===== src/logic/fsg_pkg.sv =====
// Package of constants for the flash sector write guard host controller.
package fsg_pkg;
  // Wishbone register word offsets (byte addresses).
  localparam logic [7:0] REG_CTRL = 8'h00;
  localparam logic [7:0] REG_ADDR = 8'h04;
  localparam logic [7:0] REG_DATA = 8'h08;
  localparam logic [7:0] REG_STAT = 8'h0c;
  localparam logic [7:0] REG_RDAT = 8'h10;
  // Control register fields.
  localparam int CTRL_GO      = 0;
  localparam int CTRL_READ    = 1;
  localparam int CTRL_WP_N    = 2;
  localparam int CTRL_HV      = 3;
  localparam int CTRL_RESET_N = 4;
  localparam int CTRL_UNLOCK  = 5;
  localparam logic [31:0] CTRL_RESET_VAL = 32'h0000_0014;
  // Status register fields.
  localparam int STAT_BUSY  = 0;
  localparam int STAT_REFUS = 1;
  localparam int STAT_IND   = 2;
  localparam int STAT_PWROK = 3;
  // Command sequence words.
  localparam logic [21:0] UNLOCK_ADDR1 = 22'h000555;
  localparam logic [21:0] UNLOCK_ADDR2 = 22'h0002aa;
  localparam logic [15:0] UNLOCK_DATA1 = 16'h00aa;
  localparam logic [15:0] UNLOCK_DATA2 = 16'h0055;
  localparam logic [15:0] PROT_YES = 16'h0001;
  // Strobe timing: each phase held well above the 5 ns glitch floor.
  localparam int CLK_PERIOD_PS = 8000;
  localparam int STROBE_NS     = 70;
  localparam int STROBE_CYC    = (STROBE_NS * 1000 + CLK_PERIOD_PS - 1) / CLK_PERIOD_PS;
  localparam int GLITCH_NS     = 5;
  localparam int GLITCH_CYC    = (GLITCH_NS * 1000 + CLK_PERIOD_PS - 1) / CLK_PERIOD_PS;
  typedef enum logic [1:0] {BUS_IDLE, BUS_SETUP, BUS_STROBE, BUS_HOLD} fsg_bus_t;
endpackage


===== src/logic/fsg_cycle_if.sv =====
// Interface carrying single flash bus cycle requests between modules.
interface fsg_cycle_if;
  logic        req;
  logic        rd;
  logic [21:0] addr;
  logic [15:0] wdata;
  logic [15:0] rdata;
  logic        done;
  modport master (output req, output rd, output addr, output wdata,
                  input rdata, input done);
  modport slave  (input req, input rd, input addr, input wdata,
                  output rdata, output done);
endinterface


===== src/logic/fsg_cycle.sv =====
// One asynchronous flash bus cycle: read or write with held strobes.
module fsg_cycle
(
  // Clock and reset
  input  wire logic  clk,
  input  wire logic  rst,
  // Request side
  fsg_cycle_if.slave cyc,
  // Flash strobes and bus
  output logic       ce_n,
  output logic       we_n,
  output logic       oe_n,
  output logic [21:0] addr,
  output logic [15:0] dq_o,
  output logic       dq_oe,
  input  wire logic [15:0] dq_i
);
  fsg_pkg::fsg_bus_t st_r, st_nxt;
  logic [7:0]  cnt_r, cnt_nxt;
  logic        rd_r, rd_nxt;
  logic [21:0] a_r, a_nxt;
  logic [15:0] d_r, d_nxt, q_r, q_nxt;
  logic        done_r, done_nxt;
  localparam logic [7:0] PHASE = 8'(fsg_pkg::STROBE_CYC);

  always_comb
  begin
    st_nxt = st_r;
    cnt_nxt = cnt_r;
    rd_nxt = rd_r;
    a_nxt = a_r;
    d_nxt = d_r;
    q_nxt = q_r;
    done_nxt = 1'b0;
    unique case (st_r)
      fsg_pkg::BUS_IDLE:
        if (cyc.req)
        begin
          rd_nxt = cyc.rd;
          a_nxt = cyc.addr;
          d_nxt = cyc.wdata;
          cnt_nxt = PHASE;
          st_nxt = fsg_pkg::BUS_SETUP;
        end
      fsg_pkg::BUS_SETUP:
      begin
        cnt_nxt = PHASE;
        st_nxt = fsg_pkg::BUS_STROBE;
      end
      fsg_pkg::BUS_STROBE:
        if (cnt_r == 8'h00)
        begin
          if (rd_r)
            q_nxt = dq_i;
          cnt_nxt = PHASE;
          st_nxt = fsg_pkg::BUS_HOLD;
        end
        else
          cnt_nxt = cnt_r - 8'h01;
      fsg_pkg::BUS_HOLD:
        if (cnt_r == 8'h00)
        begin
          done_nxt = 1'b1;
          st_nxt = fsg_pkg::BUS_IDLE;
        end
        else
          cnt_nxt = cnt_r - 8'h01;
    endcase
  end

  always_ff @(posedge clk or posedge rst)
    if (rst)
    begin
      st_r <= fsg_pkg::BUS_IDLE;
      cnt_r <= 8'h00;
      rd_r <= 1'b1;
      a_r <= 22'h000000;
      d_r <= 16'h0000;
      q_r <= 16'h0000;
      done_r <= 1'b0;
    end
    else
    begin
      st_r <= st_nxt;
      cnt_r <= cnt_nxt;
      rd_r <= rd_nxt;
      a_r <= a_nxt;
      d_r <= d_nxt;
      q_r <= q_nxt;
      done_r <= done_nxt;
    end

  // Write only with chip select and write strobe low and output strobe high; the
  // strobe stays low for many cycles so the cycle is never mistaken for noise.
  assign ce_n = (st_r == fsg_pkg::BUS_IDLE);
  assign we_n = !(st_r == fsg_pkg::BUS_STROBE && !rd_r);
  assign oe_n = !(st_r == fsg_pkg::BUS_STROBE && rd_r);
  assign dq_oe = !rd_r && st_r != fsg_pkg::BUS_IDLE;
  assign addr = a_r;
  assign dq_o = d_r;
  assign cyc.rdata = q_r;
  assign cyc.done = done_r;
endmodule


===== src/logic/fsg_host.sv =====
// Host controller driving a parallel NOR flash and its protection pins.
//
// Implementation choices: the Wishbone slave port and the register addresses.
module fsg_host
(
  // Clock and reset
  input  wire logic        CLOCK,
  input  wire logic        RST,
  // Wishbone slave
  input  wire logic        WB_CYC_I,
  input  wire logic        WB_STB_I,
  input  wire logic        WB_WE_I,
  input  wire logic [7:0]  WB_ADR_I,
  input  wire logic [3:0]  WB_SEL_I,
  input  wire logic [31:0] WB_DAT_I,
  output logic [31:0]      WB_DAT_O,
  output logic             WB_ACK_O,
  // Flash bus
  output logic             FL_CE_N,
  output logic             FL_WE_N,
  output logic             FL_OE_N,
  output logic [21:0]      FL_ADDR,
  output logic [15:0]      FL_DQ_O,
  output logic             FL_DQ_OE,
  input  wire logic [15:0] FL_DQ_I,
  // Protection and reset pins, supply-good input
  output logic             FL_WRITE_PROTECT_N,
  output logic             FL_RESET_N,
  output logic             FL_RESET_HIGH_VOLTAGE,
  input  wire logic        FL_SUPPLY_OK
);
  fsg_cycle_if cyc ();

  logic [31:0] ctrl_r, ctrl_nxt;
  logic [21:0] addr_r, addr_nxt;
  logic [15:0] data_r, data_nxt;
  logic [15:0] rdat_r, rdat_nxt;
  logic        refused_r, refused_nxt;
  logic        ack_r, ack_nxt;
  logic [31:0] dat_o_r, dat_o_nxt;
  logic [1:0]  step_r, step_nxt;
  logic        busy_r, busy_nxt;
  logic        pwr_s1_r, pwr_s2_r;
  logic        wb_req;

  // Supply-good comes from a pin, so it is synchronised before use.
  always_ff @(posedge CLOCK or posedge RST)
    if (RST)
    begin
      pwr_s1_r <= 1'b0;
      pwr_s2_r <= 1'b0;
    end
    else
    begin
      pwr_s1_r <= FL_SUPPLY_OK;
      pwr_s2_r <= pwr_s1_r;
    end

  assign wb_req = WB_CYC_I && WB_STB_I && !ack_r;

  always_comb
  begin
    ctrl_nxt = ctrl_r;
    addr_nxt = addr_r;
    data_nxt = data_r;
    rdat_nxt = rdat_r;
    refused_nxt = refused_r;
    ack_nxt = wb_req;
    dat_o_nxt = dat_o_r;
    step_nxt = step_r;
    busy_nxt = busy_r;
    cyc.req = 1'b0;
    cyc.rd = ctrl_r[fsg_pkg::CTRL_READ];
    cyc.addr = addr_r;
    cyc.wdata = data_r;
    if (wb_req)
    begin
      dat_o_nxt = 32'h0000_0000;
      unique case (WB_ADR_I)
        fsg_pkg::REG_CTRL:
          if (WB_WE_I)
          begin
            if (WB_SEL_I[0])
              ctrl_nxt[7:0] = WB_DAT_I[7:0];
            // A new request while busy is dropped and flagged.
            if (WB_SEL_I[0] && WB_DAT_I[fsg_pkg::CTRL_GO])
            begin
              if (busy_r)
                refused_nxt = 1'b1;
              // While the supply is low the host starts no new write and abandons one under way; only a bus cycle already started runs to its end.
              else if (!pwr_s2_r && !WB_DAT_I[fsg_pkg::CTRL_READ])
                refused_nxt = 1'b1;
              else
              begin
                busy_nxt = 1'b1;
                step_nxt = WB_DAT_I[fsg_pkg::CTRL_UNLOCK] && !WB_DAT_I[fsg_pkg::CTRL_READ]
                         ? 2'h1 : 2'h3;
              end
            end
          end
          else
            dat_o_nxt = ctrl_r;
        fsg_pkg::REG_ADDR:
          if (WB_WE_I)
            addr_nxt = WB_DAT_I[21:0];
          else
            dat_o_nxt = {10'h000, addr_r};
        fsg_pkg::REG_DATA:
          if (WB_WE_I)
            data_nxt = WB_DAT_I[15:0];
          else
            dat_o_nxt = {16'h0000, data_r};
        fsg_pkg::REG_STAT:
          if (WB_WE_I)
          begin
            // Write one clears the refused flag.
            if (WB_DAT_I[fsg_pkg::STAT_REFUS])
              refused_nxt = 1'b0;
          end
          else
          begin
            dat_o_nxt[fsg_pkg::STAT_BUSY] = busy_r;
            dat_o_nxt[fsg_pkg::STAT_REFUS] = refused_r;
            // Indicator bit 7 of the last read: 1 factory locked, 0 customer.
            dat_o_nxt[fsg_pkg::STAT_IND] = rdat_r[7];
            dat_o_nxt[fsg_pkg::STAT_PWROK] = pwr_s2_r;
          end
        fsg_pkg::REG_RDAT:
          if (!WB_WE_I)
            // Protection query answers 01h protected, 00h unprotected.
            dat_o_nxt = {16'h0000, rdat_r};
        default:
          dat_o_nxt = 32'h0000_0000;
      endcase
    end
    // Sequencer: two unlock writes when UNLOCK is set on a write, then the payload cycle.
    if (busy_r)
    begin
      cyc.req = 1'b1;
      unique case (step_r)
        2'h1:
        begin
          cyc.rd = 1'b0;
          cyc.addr = fsg_pkg::UNLOCK_ADDR1;
          cyc.wdata = fsg_pkg::UNLOCK_DATA1;
        end
        2'h2:
        begin
          cyc.rd = 1'b0;
          cyc.addr = fsg_pkg::UNLOCK_ADDR2;
          cyc.wdata = fsg_pkg::UNLOCK_DATA2;
        end
        default:
        begin
          cyc.rd = ctrl_r[fsg_pkg::CTRL_READ];
          cyc.addr = addr_r;
          cyc.wdata = data_r;
        end
      endcase
      if (!cyc.rd && !pwr_s2_r)
      begin
        // Supply dropped mid-sequence: abandon it.
        cyc.req = 1'b0;
        busy_nxt = 1'b0;
        refused_nxt = 1'b1;
      end
      if (cyc.done)
      begin
        cyc.req = 1'b0;
        if (step_r == 2'h3)
        begin
          busy_nxt = 1'b0;
          if (ctrl_r[fsg_pkg::CTRL_READ])
            rdat_nxt = cyc.rdata;
        end
        else
          step_nxt = step_r + 2'h1;
      end
    end
    // The GO bit is a one-shot and never reads back set.
    ctrl_nxt[fsg_pkg::CTRL_GO] = 1'b0;
  end

  always_ff @(posedge CLOCK or posedge RST)
    if (RST)
    begin
      ctrl_r <= fsg_pkg::CTRL_RESET_VAL;
      addr_r <= 22'h000000;
      data_r <= 16'h0000;
      rdat_r <= 16'h0000;
      refused_r <= 1'b0;
      ack_r <= 1'b0;
      dat_o_r <= 32'h0000_0000;
      step_r <= 2'h3;
      busy_r <= 1'b0;
    end
    else
    begin
      ctrl_r <= ctrl_nxt;
      addr_r <= addr_nxt;
      data_r <= data_nxt;
      rdat_r <= rdat_nxt;
      refused_r <= refused_nxt;
      ack_r <= ack_nxt;
      dat_o_r <= dat_o_nxt;
      step_r <= step_nxt;
      busy_r <= busy_nxt;
    end

  fsg_cycle u_cycle
  (
    .clk   (CLOCK),
    .rst   (RST),
    .cyc   (cyc.slave),
    .ce_n  (FL_CE_N),
    .we_n  (FL_WE_N),
    .oe_n  (FL_OE_N),
    .addr  (FL_ADDR),
    .dq_o  (FL_DQ_O),
    .dq_oe (FL_DQ_OE),
    .dq_i  (FL_DQ_I)
  );

  assign WB_ACK_O = ack_r;
  assign WB_DAT_O = dat_o_r;
  // Protect pin low locks the outer boot sectors, also during unprotect.
  assign FL_WRITE_PROTECT_N = ctrl_r[fsg_pkg::CTRL_WP_N];
  // Pulsing reset low also drops the device out of secured mode.
  assign FL_RESET_N = ctrl_r[fsg_pkg::CTRL_RESET_N];
  // High voltage on reset is a separate qualifier for temporary unprotect.
  assign FL_RESET_HIGH_VOLTAGE = ctrl_r[fsg_pkg::CTRL_HV];
endmodule


===== config.mk =====
export PLATFORM = sky130hd
export DESIGN_NAME = fsg_host
export DESIGN_NICKNAME = d
export VERILOG_FILES = /design/src/logic/fsg_pkg.sv /design/src/logic/fsg_cycle_if.sv /design/src/logic/fsg_cycle.sv /design/src/logic/fsg_host.sv
export SDC_FILE = /design/constraint.sdc
export NUM_CORES = 1
export LEC_CHECK = 0
export CORE_UTILIZATION = 30
export CTS_BUF_LIST = sky130_fd_sc_hd__clkbuf_8
export DETAILED_ROUTE_END_ITERATION = 10
export DONT_BUFFER_PORTS = 1
export HOLD_SLACK_MARGIN = 0.06
export PLACE_DENSITY_LB_ADDON = 0.25
export SYNTH_ARGS = -nofsm -noshare
export SYNTH_HDL_FRONTEND = slang
export SYNTH_SLANG_ARGS = --single-unit
export TNS_END_PERCENT = 100

===== constraint.sdc =====
create_clock -name CLOCK -period 12.9 [get_ports CLOCK]
set_input_delay 1.935 -clock CLOCK [delete_from_list [all_inputs] [get_ports CLOCK]]
set_output_delay 1.935 -clock CLOCK [all_outputs]
set_load 0.02 [all_outputs]

### Word level (Yosys, flattened, before mapping)

Cells that the tools add are included.

* $add $sub $neg: 2
* multiply operators: 0
* div/mod/pow operators: 0
* magnitude comparators: 0
* equal/unequal tests: 14
* shifts and indexed selects: 0
* muxes and demuxes: 57
* bitwise operators: 0
* reductions and logical operators: 29

Operators with widths (number)
* $pmux W28 S4: 1
* $mux W16: 3
* $mux W22: 2
* $pmux W22 S2: 1
* $mux W8: 4
* $pmux W16 S2: 1
* $pmux W8 S4: 1
* $mux W1: 27
* $mux W2: 13
* $pmux W4 S5: 1
* $eq A8 B4 Y1 const B: 2
* $logic_not A8 Y1: 2
* $reduce_and A3 Y1: 4
* $logic_and A1 B1 Y1: 9
* $eq A2 B2 Y1 const B: 4
* $eq A8 B3 Y1 const B: 1
* $eq A8 B5 Y1 const B: 1
* $pmux W2 S4: 1
* $reduce_and A4 Y1: 2
* $sub A8 B1 Y8 const B: 1
* $logic_not A1 Y1: 7
* $ne A2 B1 Y1 const B: 3
* $eq A2 B1 Y1 const B: 2
* $mux W4: 1
* 7 further kinds: 8

* register bits after elaboration: 166
* bits in latches: 0
* RAM bits: 0
* ROM bits: 0
* output and inout bits: 78
* logic and storage cells: 120
* memories kept: 0

### Logic depth before layout (Yosys ltp)

* word-level depth: 12
* gate-level depth with buffers: 8
* mapped depth without buffers: 6

### Modules after synthesis

From an unflattened synthesis, not the netlist that was laid out.

* cells, all modules: 572
* area, all modules: 7094.3 µm²

Modules (own cells, without submodules)
* fsg_host: instances 1, cells an instance 389, area each 4404.2 µm², sequential area each 2257.2 µm²
* fsg_cycle: instances 1, cells an instance 183, area each 2690.1 µm², sequential area each 1652.8 µm²

### Least setup slack after synthesis

OpenSTA, ideal clock, no wires.

* path kind: input to register
* start: in WB_ADR_I[1]
* end: reg data_r[0]
* setup time: 0.125 ns
* arrival time: 3.285 ns
* data required time: 12.775 ns
* slack: 9.490 ns
* stages on the path: 5
* buffers on the path: 1
* cells stage by stage: nor4_4 > nand4_2 > nor3b_4 > buf_6 > mux2_2

* cells in the longest elaborated chain, start to end: 2

Ends and longest elaborated chain
* start, declared: line fsg_host.sv:13 `input wire logic [7:0] WB_ADR_I,`
* $eq A8 B4 Y1: line fsg_host.sv:79 `unique case (WB_ADR_I)`
* $reduce_and A3 Y1 (no line)
* end signal, assigned: line fsg_host.sv:201 `data_r <= data_nxt;`
* end, declared: line fsg_host.sv:36 `logic [15:0] data_r, data_nxt;`

No other way between the ends.
A chain may end at the register's enable or synchronous reset.

### Worst setup path in the final report

* start: in WB_STB_I
* end: reg data_r[13]

* cells in the longest elaborated chain, start to end: 3

Ends and longest elaborated chain
* start, declared: line fsg_host.sv:11 `input wire logic WB_STB_I,`
* $logic_and A1 B1 Y1 (2 in a row): line fsg_host.sv:59 `assign wb_req = WB_CYC_I && WB_STB_I && !ack_r;`
* via ack_nxt: line fsg_host.sv:39 `logic ack_r, ack_nxt;`
* $reduce_and A3 Y1 (no line)

The timed path passes the listed nets, and every way through them passes these cells.

==> impl_metrics.csv <==
group,metric,value,unit
finish,diodes,0,
worst_setup_path,crit_end,"data_r[13]",
finish,area_growth,8.77,%
timing,hold_violations,0,
min_path,min_path_type,"register to register",
power,net-switching-power,282,uW
power,power_leakage,0.00335,uW
detailed_routing,via_per_inst,5.13,
synth,syn_area,6950,sq um
synth,async_flop_share,100,%
worst_setup_path,worstReg2RegEnd,"u_cycle.st_r[1]",
synth,synth_common_cells,"151 x dfrtp_1, 74 x mux2_2, 69 x nand2_1",
timing,min_period_over_period,27.6,%
timing,setup-violations-final,0,
clock_network,cts_inserted_buffers,17,
worst_setup_path,reg2reg_slack,10.06,ns
detailed_routing,routed-via-count,4468,
detailed_routing,drc,0,
synth,ys_warn_count,0,
timing,drv_slew,0,
synth,synthTopCellsByArea,"dfrtp_1 54%, mux2_2 12%, nand2_1 3.7%",
power,power.share.switching,26.9,%
clock_network,post_cts_buffers,0,
clock_network,hold_buffers,0,
worst_setup_path,path_max_fanout,27,
synth,synth_top_area_share,54.4,%
detailed_routing,wl_per_cell,20.3,um
worst_setup_path,worst-setup-path-type,"input port to register",
synth,netlist_instances,585,
worst_setup_path,slowest_delay,0.84,ns
synth,synth_top_area_cell,"dfrtp_1",
clock_network,clk_pin_slew_worst_paths,0.07,ns
worst_setup_path,cp_top_family,"simple AND/OR/NAND/NOR gates",
clock_network,cts_buffer_depth,2,
finish,nFillCells,2241,
worst_setup_path,cp_num_buf_inv,1,
floorplanning,die_y,154,um
worst_setup_path,cp_cell_sequence,"nand3b_4 > inv_1 > nand4_2 > nor3b_4 > mux2_2",
power,seqPwrFrac,50.3,%
detailed_routing,drt-pass1-iter-count,5,
clock_network,cts-htree-levels,4,
synth,synth_edf_count,0,
floorplanning,ioPinCount,144,
synth,yosys.cell_count.top_type,"dfrtp_1",
global_routing,grt_pass1_wl,27800,um
placed_design,hpwl,12800,um
finish,nNetsFinal,647,
placed_design,globalplace.congestion,0.783,
clock_network,numClockSinks,156,
timing,finClkSkew,0.0183,ns
worst_setup_path,crit_path_start,"WB_STB_I",
power,intPower,765,uW
power,vdd_drop_max,0.0492,mV
power,totalPowerFinal,1050,uW
global_routing,antenna_found_initial,0,
power,comb_power_share,12.6,%
floorplanning,floorplan.initialDensity,30.6,%
worst_setup_path,cp-start-kind,"input port",
floorplanning,coreArea,22700,sq um
floorplanning,floorplan.die_area,23800,sq um
timing,fin_setup_tns,0,ns
power,p_clk_share,37.1,%
detailed_routing,routed_wl,17700,um
floorplanning,fp.dieW,154,um
worst_setup_path,required,13.23,ns
synth,postSynthAreaPerCell,11.9,sq um
synth,synth_seq_area_share,56.2,%
clock_network,cts.repair.resized,0,
floorplanning,rows,55,
detailed_routing,ant_nets,0,
clock_network,cts_tree,"done",
global_routing,grt_pass1_vias,4576,
global_routing,grt_overflow_total,0,
global_routing,grt_use_total,15.7,%
timing,rsz0062_at_grt,"no",
worst_setup_path,reg2regPathDepth,6,
timing,layout_min_cycle_time,3.57,ns
detailed_routing,drt-initial-drc-count,272,
synth,synthDistinctLibCells,60,
worst_setup_path,crit_slowest_cell,"nor3b_4",
finish,layout-drive-gt1-share,21.0,%
timing,max_freq,280,MHz
clock_network,clock_latency,0.46,ns
synth,synth_top_flop_cell,"dfrtp_1",
timing,tightest_slew,1.24,ns
worst_setup_path,rr_startpoint,"step_r[0]",
timing,slew_headroom,17.5,%
clock_network,clockRootBuffer,"clkbuf_8",
worst_setup_path,crit_arrival,3.90,ns
placed_design,numPortBuffers,0,
power,power_density,139,nW/um^2
status,status,"complete, no violations",
global_routing,grt_max_degree,94,
synth,ys_ff_latch,156,
worst_setup_path,cp_num_cells,5,
job,drv_cap,0,
worst_setup_path,endpoint_kind,"register",
kinds of logic after synthesis:
group / after synthesis / share of synthesized area, %
and+or+nand+nor: 140 / 10.8
AOI/OAI and AO/OA: 138 / 13.0
DFF: 156 / 56.2
adders and majority gates: 8 / 1.44
other: 1 / 0.0539
muxes: 86 / 14.3
buffers and inverters: 56 / 4.07
power by group through the flow:
stage                     logic, uW  registers, uW  clock network (uW)
final                           132            527                 389
after global routing            151            530                 420
after CTS                       135            526                 401
after detailed placement        134            536                   0
after global placement          127            534                   0
after floorplan                 114            531                   0
metal layers:
layer | track usage [%] | routed length, um | vias to the layer above
met1 | 21.3 | 8150 | 2252
li1 | - | - | 2070
met2 | 22.5 | 7880 | 128
met5 | 0 | 0 | -
met3 | 6.53 | 1460 | 18
met4 | 4.90 | 227 | 0
worst register-to-register path, cell delays in order (launching register included):
cell and delay [ns]:
dfstp_2 0.56, inv_1 0.07, ha_1 0.32, a21o_1 0.24
a21boi_1 0.93, o21bai_1 0.27, mux2_2 0.36
registers in the layout, summed over array words and instances (netlist names):
signal             flops
refused_r              1
u_cycle.rd_r           1
data_r                16
u_cycle.addr          22
addr_r                22
WB_ACK_O               1
step_r                 2
pwr_s2_r               1
u_cycle.cnt_r          8
u_cycle.cyc.rdata     16
WB_DAT_O              22
busy_r                 1
u_cycle.dq_o          16
u_cycle.st_r           2
pwr_s1_r               1
rdat_r                16
ctrl_r                 7
u_cycle.cyc.done       1
worst min path at each step:
| stage | from | to | slack (ns) | depth (start not counted) |
|---|---|---|---|---|
| 6_report | pwr_s1_r | pwr_s2_r | 0.36 | 0 |
| 5_1_grt | pwr_s1_r | pwr_s2_r | 0.37 | 0 |
| 4_1_cts | pwr_s1_r | pwr_s2_r | 0.36 | 0 |
| 3_5_place_dp | pwr_s1_r | pwr_s2_r | 0.34 | 0 |
| 3_3_place_gp | pwr_s1_r | pwr_s2_r | 0.34 | 0 |
| 2_1_floorplan | pwr_s1_r | pwr_s2_r | 0.33 | 0 |
layout make-up:
class	instances	area (sq um)	share of cell area [%]
Clock inverter	14	166	2.20
Multi-Input combinational cell	382	2800	37.0
Clock buffer	18	248	3.28
Timing Repair Buffer	4	30.0	0.397
Inverter	12	50.0	0.662
Tap cell	285	357	4.72
Sequential cell	156	3910	51.7
per-stage QoR:
stage                     hold slack (ns)  util [%]  std cells  cell area, sq um  setup slack, ns
after floorplan                     0.331         -        594              6990             6.77
after global placement              0.339      31.5        839              7150             8.79
after detailed placement            0.345      31.5        839              7150             8.78
after CTS                           0.363      33.3        871              7560             9.28
after global routing                0.368      33.3        871              7560             9.15
final                               0.359      33.3        871              7560             9.33
cell usage in the layout (no fill, tap or decap), types with 7 or more instances in the layout:
cell,instances
a21oi_1,28
a22o_1,19
a22oi_1,9
clkbuf_8,18
conb_1,10
dfrtp_1,151
ha_1,8
inv_1,18
mux2_2,74
nand2_1,69
nor2_1,17
nor2b_1,7
o21ai_0,41
o2bb2ai_1,8
o31ai_1,10
Power figures use the tool's default switching activity.
